File: src/rtl/mst_defines.svh
// constants for the microstep translator: offsets, fields, reset values, timing
`ifndef MST_DEFINES_SVH
`define MST_DEFINES_SVH

// register byte offsets
`define MST_OFS_CTRL     4'h0
`define MST_OFS_STATUS   4'h4
`define MST_OFS_OFFTIME  4'h8
`define MST_OFS_DAC      4'hc

// control fields
`define MST_CTRL_HOME    0
`define MST_CTRL_SWDIS   1
`define MST_CTRL_FLTCLR  2

// position and reset values
`define MST_POS_HOME     5'h04
`define MST_QUARTER      5'h08

// timing
`define MST_CLK_MHZ      20
`define MST_TOFF_US      30
`define MST_TBLANK_US    1
`define MST_TOFF_CYC     (`MST_TOFF_US * `MST_CLK_MHZ)
`define MST_TBLANK_CYC   (`MST_TBLANK_US * `MST_CLK_MHZ)
`define MST_FAST_NUM     5
`define MST_FAST_SHIFT   4

`endif

File: src/rtl/mst_pkg.sv
// types shared by the microstep translator files
package mst_pkg;

  typedef enum logic [1:0] {
    MST_RES_FULL    = 2'b00,
    MST_RES_HALF    = 2'b01,
    MST_RES_QUARTER = 2'b10,
    MST_RES_EIGHTH  = 2'b11
  } mst_res_e;

  typedef enum logic [1:0] {
    MST_OFF_RES = 2'b00,
    MST_OFF_GND = 2'b01,
    MST_OFF_VDD = 2'b10
  } mst_offmode_e;

  typedef enum logic [2:0] {
    MST_PWM_ON   = 3'b001,
    MST_PWM_FAST = 3'b010,
    MST_PWM_SLOW = 3'b100
  } mst_pwm_state_e;

  typedef struct packed {
    logic       polarity;
    logic [7:0] dacCode;
  } mst_wind_s;

  typedef struct packed {
    logic drive;
    logic fastDecay;
    logic slowDecay;
  } mst_gate_s;

endpackage : mst_pkg

File: src/rtl/mst_dac_lookup.sv
// sine lookup: position index to one winding's dac code and polarity
`timescale 1ns/1ps
`default_nettype none

module mst_dac_lookup #(
  parameter logic [8:0][7:0] SineTbl = {8'hff, 8'hfa, 8'hec, 8'hd4, 8'hb4,
                                         8'h8e, 8'h62, 8'h32, 8'h00}
) (
  // position
  input  wire logic [4:0]        pos,
  // winding drive
  output mst_pkg::mst_wind_s     wind
);

  logic [2:0] step;
  logic [3:0] idx;

  assign step = pos[2:0];
  // odd quadrants run the table backwards
  assign idx  = pos[3] ? (4'h8 - {1'b0, step}) : {1'b0, step};

  assign wind.dacCode  = SineTbl[idx];
  assign wind.polarity = ~pos[4];

endmodule : mst_dac_lookup

`default_nettype wire

File: src/rtl/mst_pwm_bridge.sv
// fixed off-time pwm regulator for one full bridge
`timescale 1ns/1ps
`default_nettype none
`include "mst_defines.svh"

module mst_pwm_bridge #(
  parameter int CntW = 16
) (
  // clock and reset
  input  wire logic            core_clk,
  input  wire logic            nrst,
  // control
  input  wire logic            fetEn,
  input  wire logic            tripHit,
  input  wire logic            mixedMode,
  input  wire logic [CntW-1:0] offCycles,
  input  wire logic [CntW-1:0] fastCycles,
  // gate drive
  output mst_pkg::mst_gate_s   gate
);

  localparam logic [CntW-1:0] BlankCyc = CntW'(`MST_TBLANK_CYC);

  mst_pkg::mst_pwm_state_e state_r;
  logic [CntW-1:0]         cnt_r;
  mst_pkg::mst_gate_s      gate_r;

  always_ff @(posedge core_clk or negedge nrst) begin
    if (!nrst) begin
      state_r <= mst_pkg::MST_PWM_ON;
      cnt_r   <= '0;
    end else if (!fetEn) begin
      state_r <= mst_pkg::MST_PWM_ON;
      cnt_r   <= BlankCyc - 1'b1;
    end else begin
      case (state_r)
        mst_pkg::MST_PWM_ON: begin
          // trip is blanked right after switching on
          if (cnt_r != '0) begin
            cnt_r <= cnt_r - 1'b1;
          end else if (tripHit) begin
            cnt_r   <= offCycles - 1'b1; // [RULE17]
            state_r <= (mixedMode && fastCycles != '0) ?
                       mst_pkg::MST_PWM_FAST : mst_pkg::MST_PWM_SLOW; // [RULE14]
          end
        end
        mst_pkg::MST_PWM_FAST: begin
          cnt_r <= cnt_r - 1'b1;
          if (cnt_r == offCycles - fastCycles) begin
            state_r <= mst_pkg::MST_PWM_SLOW; // [RULE14]
          end
        end
        default: begin
          if (cnt_r == '0) begin
            state_r <= mst_pkg::MST_PWM_ON;
            cnt_r   <= BlankCyc - 1'b1;
          end else begin
            cnt_r <= cnt_r - 1'b1;
          end
        end
      endcase
    end
  end

  always_ff @(posedge core_clk or negedge nrst) begin
    if (!nrst) begin
      gate_r <= '0;
    end else begin
      gate_r.drive     <= fetEn && state_r == mst_pkg::MST_PWM_ON;
      gate_r.fastDecay <= fetEn && state_r == mst_pkg::MST_PWM_FAST;
      gate_r.slowDecay <= fetEn && state_r == mst_pkg::MST_PWM_SLOW;
    end
  end

  assign gate = gate_r;

endmodule : mst_pwm_bridge

`default_nettype wire

File: src/rtl/mst_translator.sv
// microstep translator top: step sequencing, decay selection, pwm, register slave
// Behaviour
// [RULE1] controller holds step high and low at least 1 us each
// [RULE2] res_select 00 full, lo-only half, hi-only quarter, both eighth
// [RULE3] unconnected resolution pins read low through pull-downs
// [RULE4] reset loads home codes and polarities and mixed decay on both
// [RULE5] each step rising edge advances one increment, both windings
// [RULE6] translator drives each winding dac code and current direction
// [RULE7] increment size follows the resolution select inputs
// [RULE8] resolution change applies only at the next step rising edge
// [RULE9] a lowered dac level selects mixed decay for that bridge
// [RULE10] a raised or equal dac level selects slow decay
// [RULE11] home position is common to every resolution
// [RULE12] controller changes resolution only at a shared position
// [RULE13] thermal trip or overcurrent returns translator to home
// [RULE14] mixed decay: fast for 31.25% of off-time, then slow
// [RULE15] off-time pin grounded forces mixed decay always
// [RULE16] off-time pin grounded gives fixed 30 us off-time
// [RULE17] each bridge regulated by fixed off-time pwm
// [RULE18] reset input low holds home and turns all fets off
// [RULE19] step pulses ignored until reset input returns high
// [RULE20] position in eighth units, steps 8/4/2/1, wraps per cycle
// [RULE21] step edge detected on core clock, one advance per edge
// [RULE22] direction applies at next step rising edge
// [RULE23] disable input high turns fets off, translator keeps running
// [RULE24] off-time pin high: 30 us, auto mixed, full step slow
// [RULE25] controller waits 1 ms after sleep before first step
//
// Implementation choices: register access over Avalon-MM and the placing of the registers.
`timescale 1ns/1ps
`default_nettype none
`include "mst_defines.svh"

module mst_translator #(
  parameter int CntW = 16
) (
  // clock and reset
  input  wire logic                 core_clk,
  input  wire logic                 nrst,
  // step and direction from the controller
  input  wire logic                 stepIn,
  input  wire logic                 dirIn,
  input  wire logic                 resSelLo,
  input  wire logic                 resSelHi,
  input  wire logic                 resetInN,
  input  wire logic                 disableIn,
  // off-time pin mode and protection
  input  wire logic [1:0]           offtimePin,
  input  wire logic                 thermalTrip,
  input  wire logic                 overCurrent,
  input  wire logic [1:0]           tripHit,
  // winding drive
  output mst_pkg::mst_wind_s [1:0]  windOut,
  output logic [1:0]                mixedDecay,
  output mst_pkg::mst_gate_s [1:0]  gateOut,
  // avalon-mm slave
  input  wire logic [3:0]           avs_address,
  input  wire logic                 avs_read,
  input  wire logic                 avs_write,
  input  wire logic [31:0]          avs_writedata,
  input  wire logic [3:0]           avs_byteenable,
  output logic [31:0]               avs_readdata,
  output logic                      avs_waitrequest
);

  localparam logic [CntW-1:0] ToffCyc = CntW'(`MST_TOFF_CYC);
  localparam logic [4:0]      PosHome = `MST_POS_HOME;

  // ---------------------------------------------------------------
  // bus slave state
  // ---------------------------------------------------------------

  logic                ack_r;
  logic                busReq;
  logic                wrTake;
  logic [31:0]         rdData_r;
  logic [31:0]         rdData_nxt;

  // software controls
  logic                swDisable_r;
  logic                homeReq_r;
  logic                fltClr;
  logic [CntW-1:0]     offReg_r;

  // ---------------------------------------------------------------
  // translator state
  // ---------------------------------------------------------------

  logic                stepPrev_r;
  logic                stepEdge;
  logic [4:0]          pos_r;
  logic [4:0]          inc;
  mst_pkg::mst_res_e   resSel;
  mst_pkg::mst_res_e   resAct_r;
  logic                dirAct_r;
  logic                stepDone_r;
  logic                goHome;
  logic                faultAny;
  logic [1:0]          fltSticky_r;
  logic [15:0]         stepCnt_r;

  // per-winding lookup results and decay
  mst_pkg::mst_wind_s [1:0] windNew;
  mst_pkg::mst_wind_s [1:0] wind_r;
  logic [1:0]          mixed_r;
  logic [1:0]          mixedEff;

  // pwm timing
  logic                fetEn;
  logic [CntW-1:0]     offCycles;
  logic [CntW+2:0]     fastProd;
  logic [CntW-1:0]     fastCycles;
  logic                offGnd;
  logic                offVdd;

  // ---------------------------------------------------------------
  // step input and resolution decode
  // ---------------------------------------------------------------

  // open pins read low, so an undriven select is full step
  assign resSel   = mst_pkg::mst_res_e'({resSelHi, resSelLo}); // [RULE2] [RULE3]

  assign faultAny = thermalTrip | overCurrent;

  // any of these sends the translator home and holds it there
  assign goHome   = !resetInN || faultAny || homeReq_r; // [RULE13] [RULE18]

  always_ff @(posedge core_clk or negedge nrst) begin
    if (!nrst) begin
      stepPrev_r <= 1'b0;
    end else begin
      stepPrev_r <= stepIn;
    end
  end

  // one advance per rising edge, none while held in reset
  assign stepEdge = stepIn && !stepPrev_r && !goHome; // [RULE21] [RULE19]

  // eighth units: full 8, half 4, quarter 2, eighth 1
  always_comb begin
    case (resSel)
      mst_pkg::MST_RES_FULL:    inc = 5'h08; // [RULE7] [RULE20]
      mst_pkg::MST_RES_HALF:    inc = 5'h04;
      mst_pkg::MST_RES_QUARTER: inc = 5'h02;
      default:                  inc = 5'h01;
    endcase
  end

  // ---------------------------------------------------------------
  // position counter
  // ---------------------------------------------------------------

  always_ff @(posedge core_clk or negedge nrst) begin
    if (!nrst) begin
      pos_r <= `MST_POS_HOME; // [RULE4]
    end else if (goHome) begin
      pos_r <= PosHome; // [RULE11] [RULE13] [RULE18]
    end else if (stepEdge) begin
      // five bits wrap once per electrical cycle
      pos_r <= dirIn ? pos_r + inc : pos_r - inc; // [RULE5] [RULE20] [RULE22]
    end
  end

  // resolution and direction are sampled only on the step edge
  always_ff @(posedge core_clk or negedge nrst) begin
    if (!nrst) begin
      resAct_r <= mst_pkg::MST_RES_FULL;
      dirAct_r <= 1'b0;
    end else if (stepEdge) begin
      resAct_r <= resSel;  // [RULE8]
      dirAct_r <= dirIn;   // [RULE22]
    end
  end

  always_ff @(posedge core_clk or negedge nrst) begin
    if (!nrst) begin
      stepDone_r <= 1'b0;
    end else begin
      stepDone_r <= stepEdge;
    end
  end

  always_ff @(posedge core_clk or negedge nrst) begin
    if (!nrst) begin
      stepCnt_r <= '0;
    end else if (stepEdge) begin
      stepCnt_r <= stepCnt_r + 1'b1;
    end
  end

  // ---------------------------------------------------------------
  // winding lookup and decay selection
  // ---------------------------------------------------------------

  assign offGnd = offtimePin == mst_pkg::MST_OFF_GND;
  assign offVdd = offtimePin == mst_pkg::MST_OFF_VDD;

  genvar w;
  generate
    for (w = 0; w < 2; w++) begin : g_wind
      // winding 0 leads winding 1 by a quarter cycle
      mst_dac_lookup u_lookup (
        .pos  (pos_r + (w == 0 ? `MST_QUARTER : 5'h00)),
        .wind (windNew[w])
      );

      always_ff @(posedge core_clk or negedge nrst) begin
        if (!nrst) begin
          wind_r[w] <= '0;
        end else begin
          wind_r[w] <= windNew[w]; // [RULE6]
        end
      end

      // the first cycle after a step compares new code with the old one
      always_ff @(posedge core_clk or negedge nrst) begin
        if (!nrst) begin
          mixed_r[w] <= 1'b1; // [RULE4]
        end else if (goHome) begin
          mixed_r[w] <= 1'b1; // [RULE4]
        end else if (stepDone_r) begin
          if (resAct_r == mst_pkg::MST_RES_FULL) begin
            mixed_r[w] <= 1'b0; // [RULE24]
          end else if (windNew[w].dacCode < wind_r[w].dacCode) begin
            mixed_r[w] <= 1'b1; // [RULE9]
          end else begin
            mixed_r[w] <= 1'b0; // [RULE10]
          end
        end
      end

      // grounded off-time pin overrides the automatic choice
      assign mixedEff[w] = offGnd || mixed_r[w]; // [RULE15]

      mst_pwm_bridge #(
        .CntW (CntW)
      ) u_pwm (
        .core_clk   (core_clk),
        .nrst       (nrst),
        .fetEn      (fetEn),
        .tripHit    (tripHit[w]),
        .mixedMode  (mixedEff[w]),
        .offCycles  (offCycles),
        .fastCycles (fastCycles),
        .gate       (gateOut[w])
      );
    end
  endgenerate

  assign windOut    = wind_r;
  assign mixedDecay = mixedEff;

  // ---------------------------------------------------------------
  // off-time and fet enable
  // ---------------------------------------------------------------

  // fixed 30 us when the pin is strapped, register value with a resistor
  assign offCycles  = (offGnd || offVdd) ? ToffCyc : offReg_r; // [RULE16] [RULE24]

  // 5/16 of the off-time is 31.25 percent
  assign fastProd   = (CntW+3)'(offCycles) * (CntW+3)'(`MST_FAST_NUM);
  assign fastCycles = fastProd[CntW+`MST_FAST_SHIFT-1:`MST_FAST_SHIFT]; // [RULE14]

  // translator keeps running while disableIn or the software disable holds the outputs off
  assign fetEn = resetInN && !disableIn && !swDisable_r && !faultAny; // [RULE18] [RULE23]

  // ---------------------------------------------------------------
  // avalon-mm slave, one wait cycle per access
  // ---------------------------------------------------------------

  assign busReq          = avs_read || avs_write;
  assign avs_waitrequest = busReq && !ack_r;
  assign wrTake          = avs_write && ack_r;
  assign fltClr          = wrTake && avs_address == `MST_OFS_CTRL &&
                           avs_byteenable[0] && avs_writedata[`MST_CTRL_FLTCLR];

  always_ff @(posedge core_clk or negedge nrst) begin
    if (!nrst) begin
      ack_r <= 1'b0;
    end else begin
      ack_r <= busReq && !ack_r;
    end
  end

  always_ff @(posedge core_clk or negedge nrst) begin
    if (!nrst) begin
      swDisable_r <= 1'b0;
      homeReq_r   <= 1'b0;
    end else if (wrTake && avs_address == `MST_OFS_CTRL && avs_byteenable[0]) begin
      swDisable_r <= avs_writedata[`MST_CTRL_SWDIS];
      homeReq_r   <= avs_writedata[`MST_CTRL_HOME];
    end else begin
      homeReq_r   <= 1'b0;
    end
  end

  always_ff @(posedge core_clk or negedge nrst) begin
    if (!nrst) begin
      offReg_r <= ToffCyc;
    end else if (wrTake && avs_address == `MST_OFS_OFFTIME) begin
      if (avs_byteenable[0]) begin
        offReg_r[7:0] <= avs_writedata[7:0];
      end
      if (avs_byteenable[1]) begin
        offReg_r[CntW-1:8] <= avs_writedata[CntW-1:8];
      end
    end
  end

  // a new fault in the clearing cycle keeps its flag
  always_ff @(posedge core_clk or negedge nrst) begin
    if (!nrst) begin
      fltSticky_r <= 2'b00;
    end else begin
      fltSticky_r <= (fltClr ? 2'b00 : fltSticky_r) | {overCurrent, thermalTrip};
    end
  end

  always_comb begin
    rdData_nxt = 32'h0000_0000;
    if (avs_address == `MST_OFS_CTRL) begin
      rdData_nxt[`MST_CTRL_SWDIS] = swDisable_r;
    end else if (avs_address == `MST_OFS_STATUS) begin
      rdData_nxt[4:0]   = pos_r;
      rdData_nxt[6:5]   = resAct_r;
      rdData_nxt[7]     = dirAct_r;
      rdData_nxt[9:8]   = mixedEff;
      rdData_nxt[11:10] = fltSticky_r;
      rdData_nxt[12]    = resetInN;
      rdData_nxt[13]    = fetEn;
      rdData_nxt[31:16] = stepCnt_r;
    end else if (avs_address == `MST_OFS_OFFTIME) begin
      rdData_nxt[CntW-1:0] = offReg_r;
    end else if (avs_address == `MST_OFS_DAC) begin
      rdData_nxt[7:0]   = wind_r[0].dacCode;
      rdData_nxt[8]     = wind_r[0].polarity;
      rdData_nxt[23:16] = wind_r[1].dacCode;
      rdData_nxt[24]    = wind_r[1].polarity;
    end
  end

  always_ff @(posedge core_clk or negedge nrst) begin
    if (!nrst) begin
      rdData_r <= '0;
    end else if (avs_read && !ack_r) begin
      rdData_r <= rdData_nxt;
    end
  end

  assign avs_readdata = rdData_r;

endmodule : mst_translator

`default_nettype wire

File: config.mk
export PLATFORM = sky130hd
export DESIGN_NAME = mst_translator
export DESIGN_NICKNAME = d
export VERILOG_FILES = /design/src/rtl/mst_pkg.sv /design/src/rtl/mst_dac_lookup.sv /design/src/rtl/mst_pwm_bridge.sv /design/src/rtl/mst_translator.sv
export VERILOG_INCLUDE_DIRS = /design/src /design/src/rtl
export SDC_FILE = /design/constraint.sdc
export NUM_CORES = 1
export LEC_CHECK = 0
export BUFFER_PORTS_ARGS = -buffer_cell sky130_fd_sc_hd__buf_2
export CAP_MARGIN = 15
export CORE_AREA = 2 2 157 159
export DETAILED_ROUTE_END_ITERATION = 8
export DIE_AREA = 0 0 159 161
export MAX_ROUTING_LAYER = met4
export PLACE_DENSITY_LB_ADDON = 0.3
export SYNTH_ARGS = -nofsm -noshare
export SYNTH_HDL_FRONTEND = slang
export SYNTH_SLANG_ARGS = --single-unit
File: constraint.sdc
create_clock -name core_clk -period 6.6 [get_ports core_clk]
set_input_delay 1.32 -clock core_clk [delete_from_list [all_inputs] [get_ports core_clk]]
set_output_delay 1.32 -clock core_clk [all_outputs]
set_load 0.01 [all_outputs]
## Yosys cells after proc, flatten, opt, wreduce, memory -nomap -nowiden

Memories as Yosys holds them, arrays and structs flattened.
Index checks and enable logic that the tools add are counted.

- Register bits after elaboration: 143
- Latch bits: 0
- Memory bits (writable): 0
- ROM bits: 256
- Output and inout port bits: 59
- Word-level logic and storage cells: 172
- Memories kept: 2

Memory list:

| memory | words | bits a word | rd ports | clocked after memory_dff | wr ports | RTL line | text |
|---|---|---|---|---|---|---|---|
| (name not given) | 16 | 8 | 1 | 0 | 0 | mst_dac_lookup.sv:22 | `assign wind.dacCode = SineTbl[idx];` |
| (name not given) | 16 | 8 | 1 | 0 | 0 | mst_dac_lookup.sv:22 |  |

- Add/sub/neg operators: 9
- $mul: 0
- Divide/modulo/power cells: 0
- Order comparisons: 4
- Equal/unequal tests: 25
- Shift operators: 0
- Muxes and demuxes: 55
- Bitwise logic cells: 4
- Reductions and logical operators: 44

Operators by type and width:

| kind | count |
|---|---|
| 16-bit two-way mux | 9 |
| 16-bit one-hot mux with 2 select lines | 2 |
| 16-bit by 1-bit subtractor with 16-bit output, second input constant | 3 |
| 9-bit two-way mux | 5 |
| 3-bit two-way mux | 12 |
| 16-bit equality test, second input constant | 2 |
| 16-bit logical NOT | 2 |
| 16-bit nonzero test | 2 |
| 30-bit two-way mux | 1 |
| 1-bit logical AND | 18 |
| 16-bit by 1-bit adder with 16-bit output, second input constant | 1 |
| 8-bit < comparator | 2 |
| 8-bit two-way mux | 2 |
| 5-bit two-way mux | 3 |
| 3-bit inequality test, second input constant | 5 |
| 14-bit two-way mux | 1 |
| 7-bit two-way mux | 2 |
| 3-bit one-hot mux with 2 select lines | 2 |
| 4-bit one-hot mux with 3 select lines | 1 |
| 1-bit two-way mux | 11 |
| 4-bit by 5-bit < comparator with 1-bit output, second input constant | 2 |
| 4-bit equality test, second input constant | 2 |
| 4-bit two-way mux | 2 |
| 4-bit inequality test, second input constant | 2 |
| 24 further kinds | 47 |

## Longest topological paths before layout

- Depth in word-level cells: 10
- Depth in mapped cells: 15
- Gate-level depth less buffers: 15

## Cells and area by module

From an unflattened synthesis, not the netlist that was laid out.

- Cell total of the unflattened synthesis: 1260
- Area, all modules: 11139.4 um2

Modules (own cells, without submodules):

| module | instances | cells an instance | area each (um2) | seq. area each (um2) |
|---|---|---|---|---|
| mst_translator | 1 | 558 | 5596.6 | 2486.1 |
| mst_pwm_bridge | 2 | 322 | 2537.4 | 551.8 |
| mst_dac_lookup | 2 | 29 | 234.0 | 0.0 |

## Least setup slack after synthesis

OpenSTA, ideal clock, no wires.

- Path kind: input-to-reg
- Start: in offtimePin[1]
- End: reg g_wind[1].u_pwm.cnt_r[4]
- Data arrival time: 3.286 ns
- Setup slack: 3.237 ns
- Stages: 11
- Buffers on the path: 2
- Cells stage by stage: inv_1 > ha_1 > clkbuf_1 > clkbuf_1 > nand2_1 > ha_1 > nor3b_1 > mux2i_1 > and2_1 > a22o_1 > a21oi_1

- Word-level cells in the longest chain between the ends: 8

Ends and longest elaborated chain:

| item | RTL line | text |
|---|---|---|
| from (decl) | mst_translator.sv:48 | `input wire logic [1:0] offtimePin,` |
| 2-bit by 1-bit equality test with 1-bit output / 2-bit equality test (equally long branches) | mst_translator.sv:195, mst_translator.sv:196 |  |
| 1-bit logical OR (*) | mst_translator.sv:258 | `assign offCycles = (offGnd \|\| offVdd) ? ToffCyc : offReg_r;` |
| 16-bit two-way mux (*) | mst_translator.sv:258 |  |
| 16-bit by 1-bit subtractor with 16-bit output (*) | mst_pwm_bridge.sv:42 | `cnt_r <= offCycles - 1'b1;` |
| 16-bit two-way mux (*) | mst_pwm_bridge.sv:41 | `end else if (tripHit) begin` |
| 16-bit two-way mux (*) | mst_pwm_bridge.sv:39 | `if (cnt_r != '0) begin` |
| 16-bit one-hot mux with 2 select lines (*) | mst_pwm_bridge.sv:36 | `case (state_r)` |
| 16-bit two-way mux (*) | mst_pwm_bridge.sv:32 | `end else if (!fetEn) begin` |
| to (signal assigned) | mst_pwm_bridge.sv:34 | `cnt_r <= BlankCyc - 1'b1;` |
| to (signal assigned) | mst_pwm_bridge.sv:40 | `cnt_r <= cnt_r - 1'b1;` |
| to (signal assigned) | mst_pwm_bridge.sv:42 |  |
| to (decl) | mst_pwm_bridge.sv:25 | `logic [CntW-1:0] cnt_r;` |

Mark *: on every way between the ends. The rest lies on a longest branch, timed or not. The select of a mux whose other input is x is not followed.
A chain may end at the register's enable or synchronous reset.

## Final worst setup path

- Start: in offtimePin[0]
- End: reg g_wind[0].u_pwm.cnt_r[12]

- Word-level cells in the longest chain between the ends: 8

Ends and longest elaborated chain:

| item | RTL line |
|---|---|
| 2-bit by 1-bit equality test with 1-bit output / 2-bit equality test (equally long branches) | mst_translator.sv:195, mst_translator.sv:196 |
| 1-bit logical OR (*) | mst_translator.sv:258 |
| 16-bit two-way mux (*) | mst_translator.sv:258 |
| 16-bit by 1-bit subtractor with 16-bit output (*) | mst_pwm_bridge.sv:42 |
| 16-bit two-way mux (*) | mst_pwm_bridge.sv:41 |
| 16-bit two-way mux (*) | mst_pwm_bridge.sv:39 |
| 16-bit one-hot mux with 2 select lines (*) | mst_pwm_bridge.sv:36 |
| 16-bit two-way mux (*) | mst_pwm_bridge.sv:32 |
| to (signal assigned) | mst_pwm_bridge.sv:34 |
| to (signal assigned) | mst_pwm_bridge.sv:40 |
| to (signal assigned) | mst_pwm_bridge.sv:42 |
| to (decl) | mst_pwm_bridge.sv:25 |

Marks and branches as above.

==> results.json <==
{
  "cp.required_ns": 6.96,
  "ioPinCount": 115,
  "vias": 6261,
  "final.setup.tns_ns": 0,
  "min_period_ns": 3.56,
  "antenna_found_initial": 0,
  "end_kind": "flop",
  "setup_viol": 0,
  "cts_tree": "built",
  "cellLeakagePower_uw": 0.00421,
  "dpl.hpwl_um": 15700,
  "powerDensity_nw_per_um2": 239,
  "synth-main-ff-cell": "dfrtp_1",
  "drive_gt1_share_pct": 22.3,
  "die_width_um": 159,
  "crit_type": "input pin to flop",
  "status": "completed",
  "cap_violations": 0,
  "rsz0062_at_grt": "false",
  "grt_overflow_total": 0,
  "fin_crit_sh_pct": 53.9,
  "drt_iter0_markers": 389,
  "cts.reportedPaths.clkPinSlew_ns": 0.07,
  "die_area_um2": 25600,
  "ys_types": 67,
  "postCtsSetupBuffers": 0,
  "syn_avg_cell_area_um2": 9.73,
  "dr.pass1.iters": 5,
  "yosys_warnings": 0,
  "synthesis.nets": 913,
  "cts_hold_buf": 0,
  "area_growth_pct": 17.6,
  "ant_nets": 0,
  "cts_made_buffers": 17,
  "clk_path_buf_depth": 2,
  "start_kind": "input pin",
  "hold_viol_final": 0,
  "crit_start": "offtimePin[0]",
  "grt_max_degree": 100,
  "syn_area_um2": 7980,
  "yosys.area.top_type_share_pct": 42.0,
  "dpl_cell_area_um2": 8770,
  "ctsResizeCount": 0,
  "die_h_um": 161,
  "synthArstFlopShare_pct": 100,
  "core_area_um2": 24000,
  "grt_pass1_wl_um": 34100,
  "slew_viol_final": 0,
  "max_freq_ghz": 0.281,
  "worstReg2RegStart": "pos_r[0]",
  "clock_latency_ns": 0.44,
  "final_cells": 1240,
  "ir_drop_uv": 107,
  "grt_usage_pct": 17.5,
  "nNetsFinal": 996,
  "initial_utilization_pct": 33.3,
  "final_area_um2": 9390,
  "antennaDiodeCount": 0,
  "synth_edf_count": 0,
  "rows": 57,
  "netlist_instances": 820,
  "tightest_slew_ns": 1.00,
  "yosysSeqAreaShare_pct": 45.0,
  "hp-start": "stepCnt_r[15]",
  "synth-seq-cells": 143,
  "placed_cells": 1208,
  "routabilityCongestion": 0.853,
  "slew_headroom_pct": 32.8,
  "htreeDepth": 4,
  "clock_skew_ns": 0.0127,
  "synth_top_cell_by_area": "dfrtp_1",
  "cts_sinks": 143,
  "cts_root_buf": "clkbuf_16",
  "routedWlPerCell_um": 17.1,
  "whs_ns": 0.481,
  "hp-class": "flop to flop",
  "vias_per_cell": 5.05,
  "finalPower_uw": 2240,
  "crit_fanout": 27,
  "cp.arrival_ns": 3.92,
  "drt-total-wl_um": 21200,
  "drc": 0,
  "portBuffers": 96,
  "ys_top_cells_by_area": "dfrtp_1, ha_1, nand2_1, mux2_2, o21ai_0",
  "grt_pass1_vias": 6162
}
[flip-flops by register name (all words and copies together), names as in the netlist]
| signal | cells |
|---|---|
| stepDone_r | 1 |
| swDisable_r | 1 |
| dirAct_r | 1 |
| mixed_r | 2 |
| homeReq_r | 1 |
| stepCnt_r | 16 |
| ack_r | 1 |
| g_wind.u_pwm.state_r | 6 |
| offReg_r | 16 |
| resAct_r | 2 |
| fltSticky_r | 2 |
| g_wind.u_pwm.cnt_r | 32 |
| stepPrev_r | 1 |
| g_wind.u_pwm.gate | 6 |
| windOut | 18 |
| pos_r | 5 |
| avs_readdata | 32 |
[cell families after synthesis]
group                    after synthesis  synth area share (%)
AND/OR/NAND/NOR                      305                  20.0
AO/OA/AOI/OAI                        164                  12.9
flip-flops                           143                  45.0
buffers and inverters                 72                  3.78
multiplexers                          53                  7.37
XOR/XNOR                              46                  5.05
adder cells (fa/ha/maj)               37                  5.90
[worst max-delay path, stage by stage]
cell	delay, ns
buf_2	0.10
ha_1	0.62
and2_1	0.37
inv_1	0.08
ha_1	0.21
nand3b_1	0.21
nor4_1	0.30
mux2i_1	0.39
o21ai_0	0.15
a21oi_1	0.14
[metal layers]
layer	global-route usage, %	vias up	share of wire, %
li1	-	3077	-
met1	22.3	3058	47
met2	28.6	96	49
met3	3.06	30	2.6
met4	5.21	0	1.9
met5	-	-	0
[synth_stat cells (all sizes together) (3+ instances only)]
cell type / n
o211ai: 5
a21o: 4
nor3: 10
o311ai: 3
o31ai: 4
or3b: 3
dfstp: 9
nand4b: 5
nand4: 12
buf: 17
and4: 4
a21oi: 26
inv: 33
nand3: 13
dfrtp: 134
nand3b: 5
o21a: 3
clkbuf: 22
mux2i: 16
or2: 7
o41ai: 3
nor2b: 7
xnor2: 28
ha: 36
a22oi: 24
a2bb2oi: 3
nor3b: 8
o21ai: 66
xor2: 18
nor4: 15
a21boi: 5
and3: 6
or3: 7
nor4b: 3
nand2: 114
a211oi: 3
and2: 9
nand2b: 15
nor2: 49
mux2: 36
or4: 10
[stage by stage]
| step | utilization, % | setup slack [ns] |
|---|---|---|
| global route | 39.2 | 2.82 |
| floorplan | - | 3.24 |
| detailed placement | 36.6 | 2.58 |
| CTS | 39.2 | 3.04 |
| finish | 39.2 | 3.04 |
| global placement | 36.6 | 2.61 |
[layout by cell type, fill, tap and decap left out, types with 12 or more instances in the layout]
| cell | netlist | routed |
|---|---|---|
| a21oi_1 | 26 | 26 |
| a22oi_1 | 24 | 24 |
| buf_2 | 13 | 95 |
| clkbuf_16 | 0 | 17 |
| dfrtp_1 | 134 | 134 |
| ha_1 | 36 | 36 |
| inv_1 | 32 | 32 |
| mux2_2 | 36 | 36 |
| mux2i_1 | 16 | 16 |
| nand2_1 | 112 | 112 |
| nand2b_1 | 15 | 14 |
| nand3_1 | 13 | 13 |
| nand4_1 | 12 | 12 |
| nor2_1 | 48 | 48 |
| o21ai_0 | 65 | 65 |
| xnor2_1 | 28 | 28 |
| xor2_1 | 18 | 18 |
[power breakdown]
group	leakage [uW]	switching [uW]	internal, uW
clock	0.000297	468	517
sequential	0.00185	52.8	919
combinational	0.00207	169	117
[area by class of cell]
class / instances / area [um^2]
fillers: 2452 / 14600
multi-input cells: 605 / 4110
flip-flops and latches: 143 / 3590
repair buffers: 103 / 539
clock buffers: 17 / 425
well taps: 324 / 405
clock inverters: 15 / 193
inverters: 33 / 124
[worst paths after layout]
check | endpoint | slack [ns] | cells past startpoint
min | stepCnt_r[15] | 0.48 | 1
max reg2reg | mixed_r[1] | 3.34 | 11
max | g_wind[0].u_pwm.cnt_r[12] | 3.04 | 10
min reg2reg | stepCnt_r[15] | 0.48 | 1
min in group asynchronous | avs_readdata[16] | 0.99 | 1
max in group asynchronous | g_wind[0].u_pwm.cnt_r[3] | 4.44 | 2
No activity file was read; power rests on OpenSTA's default activity.
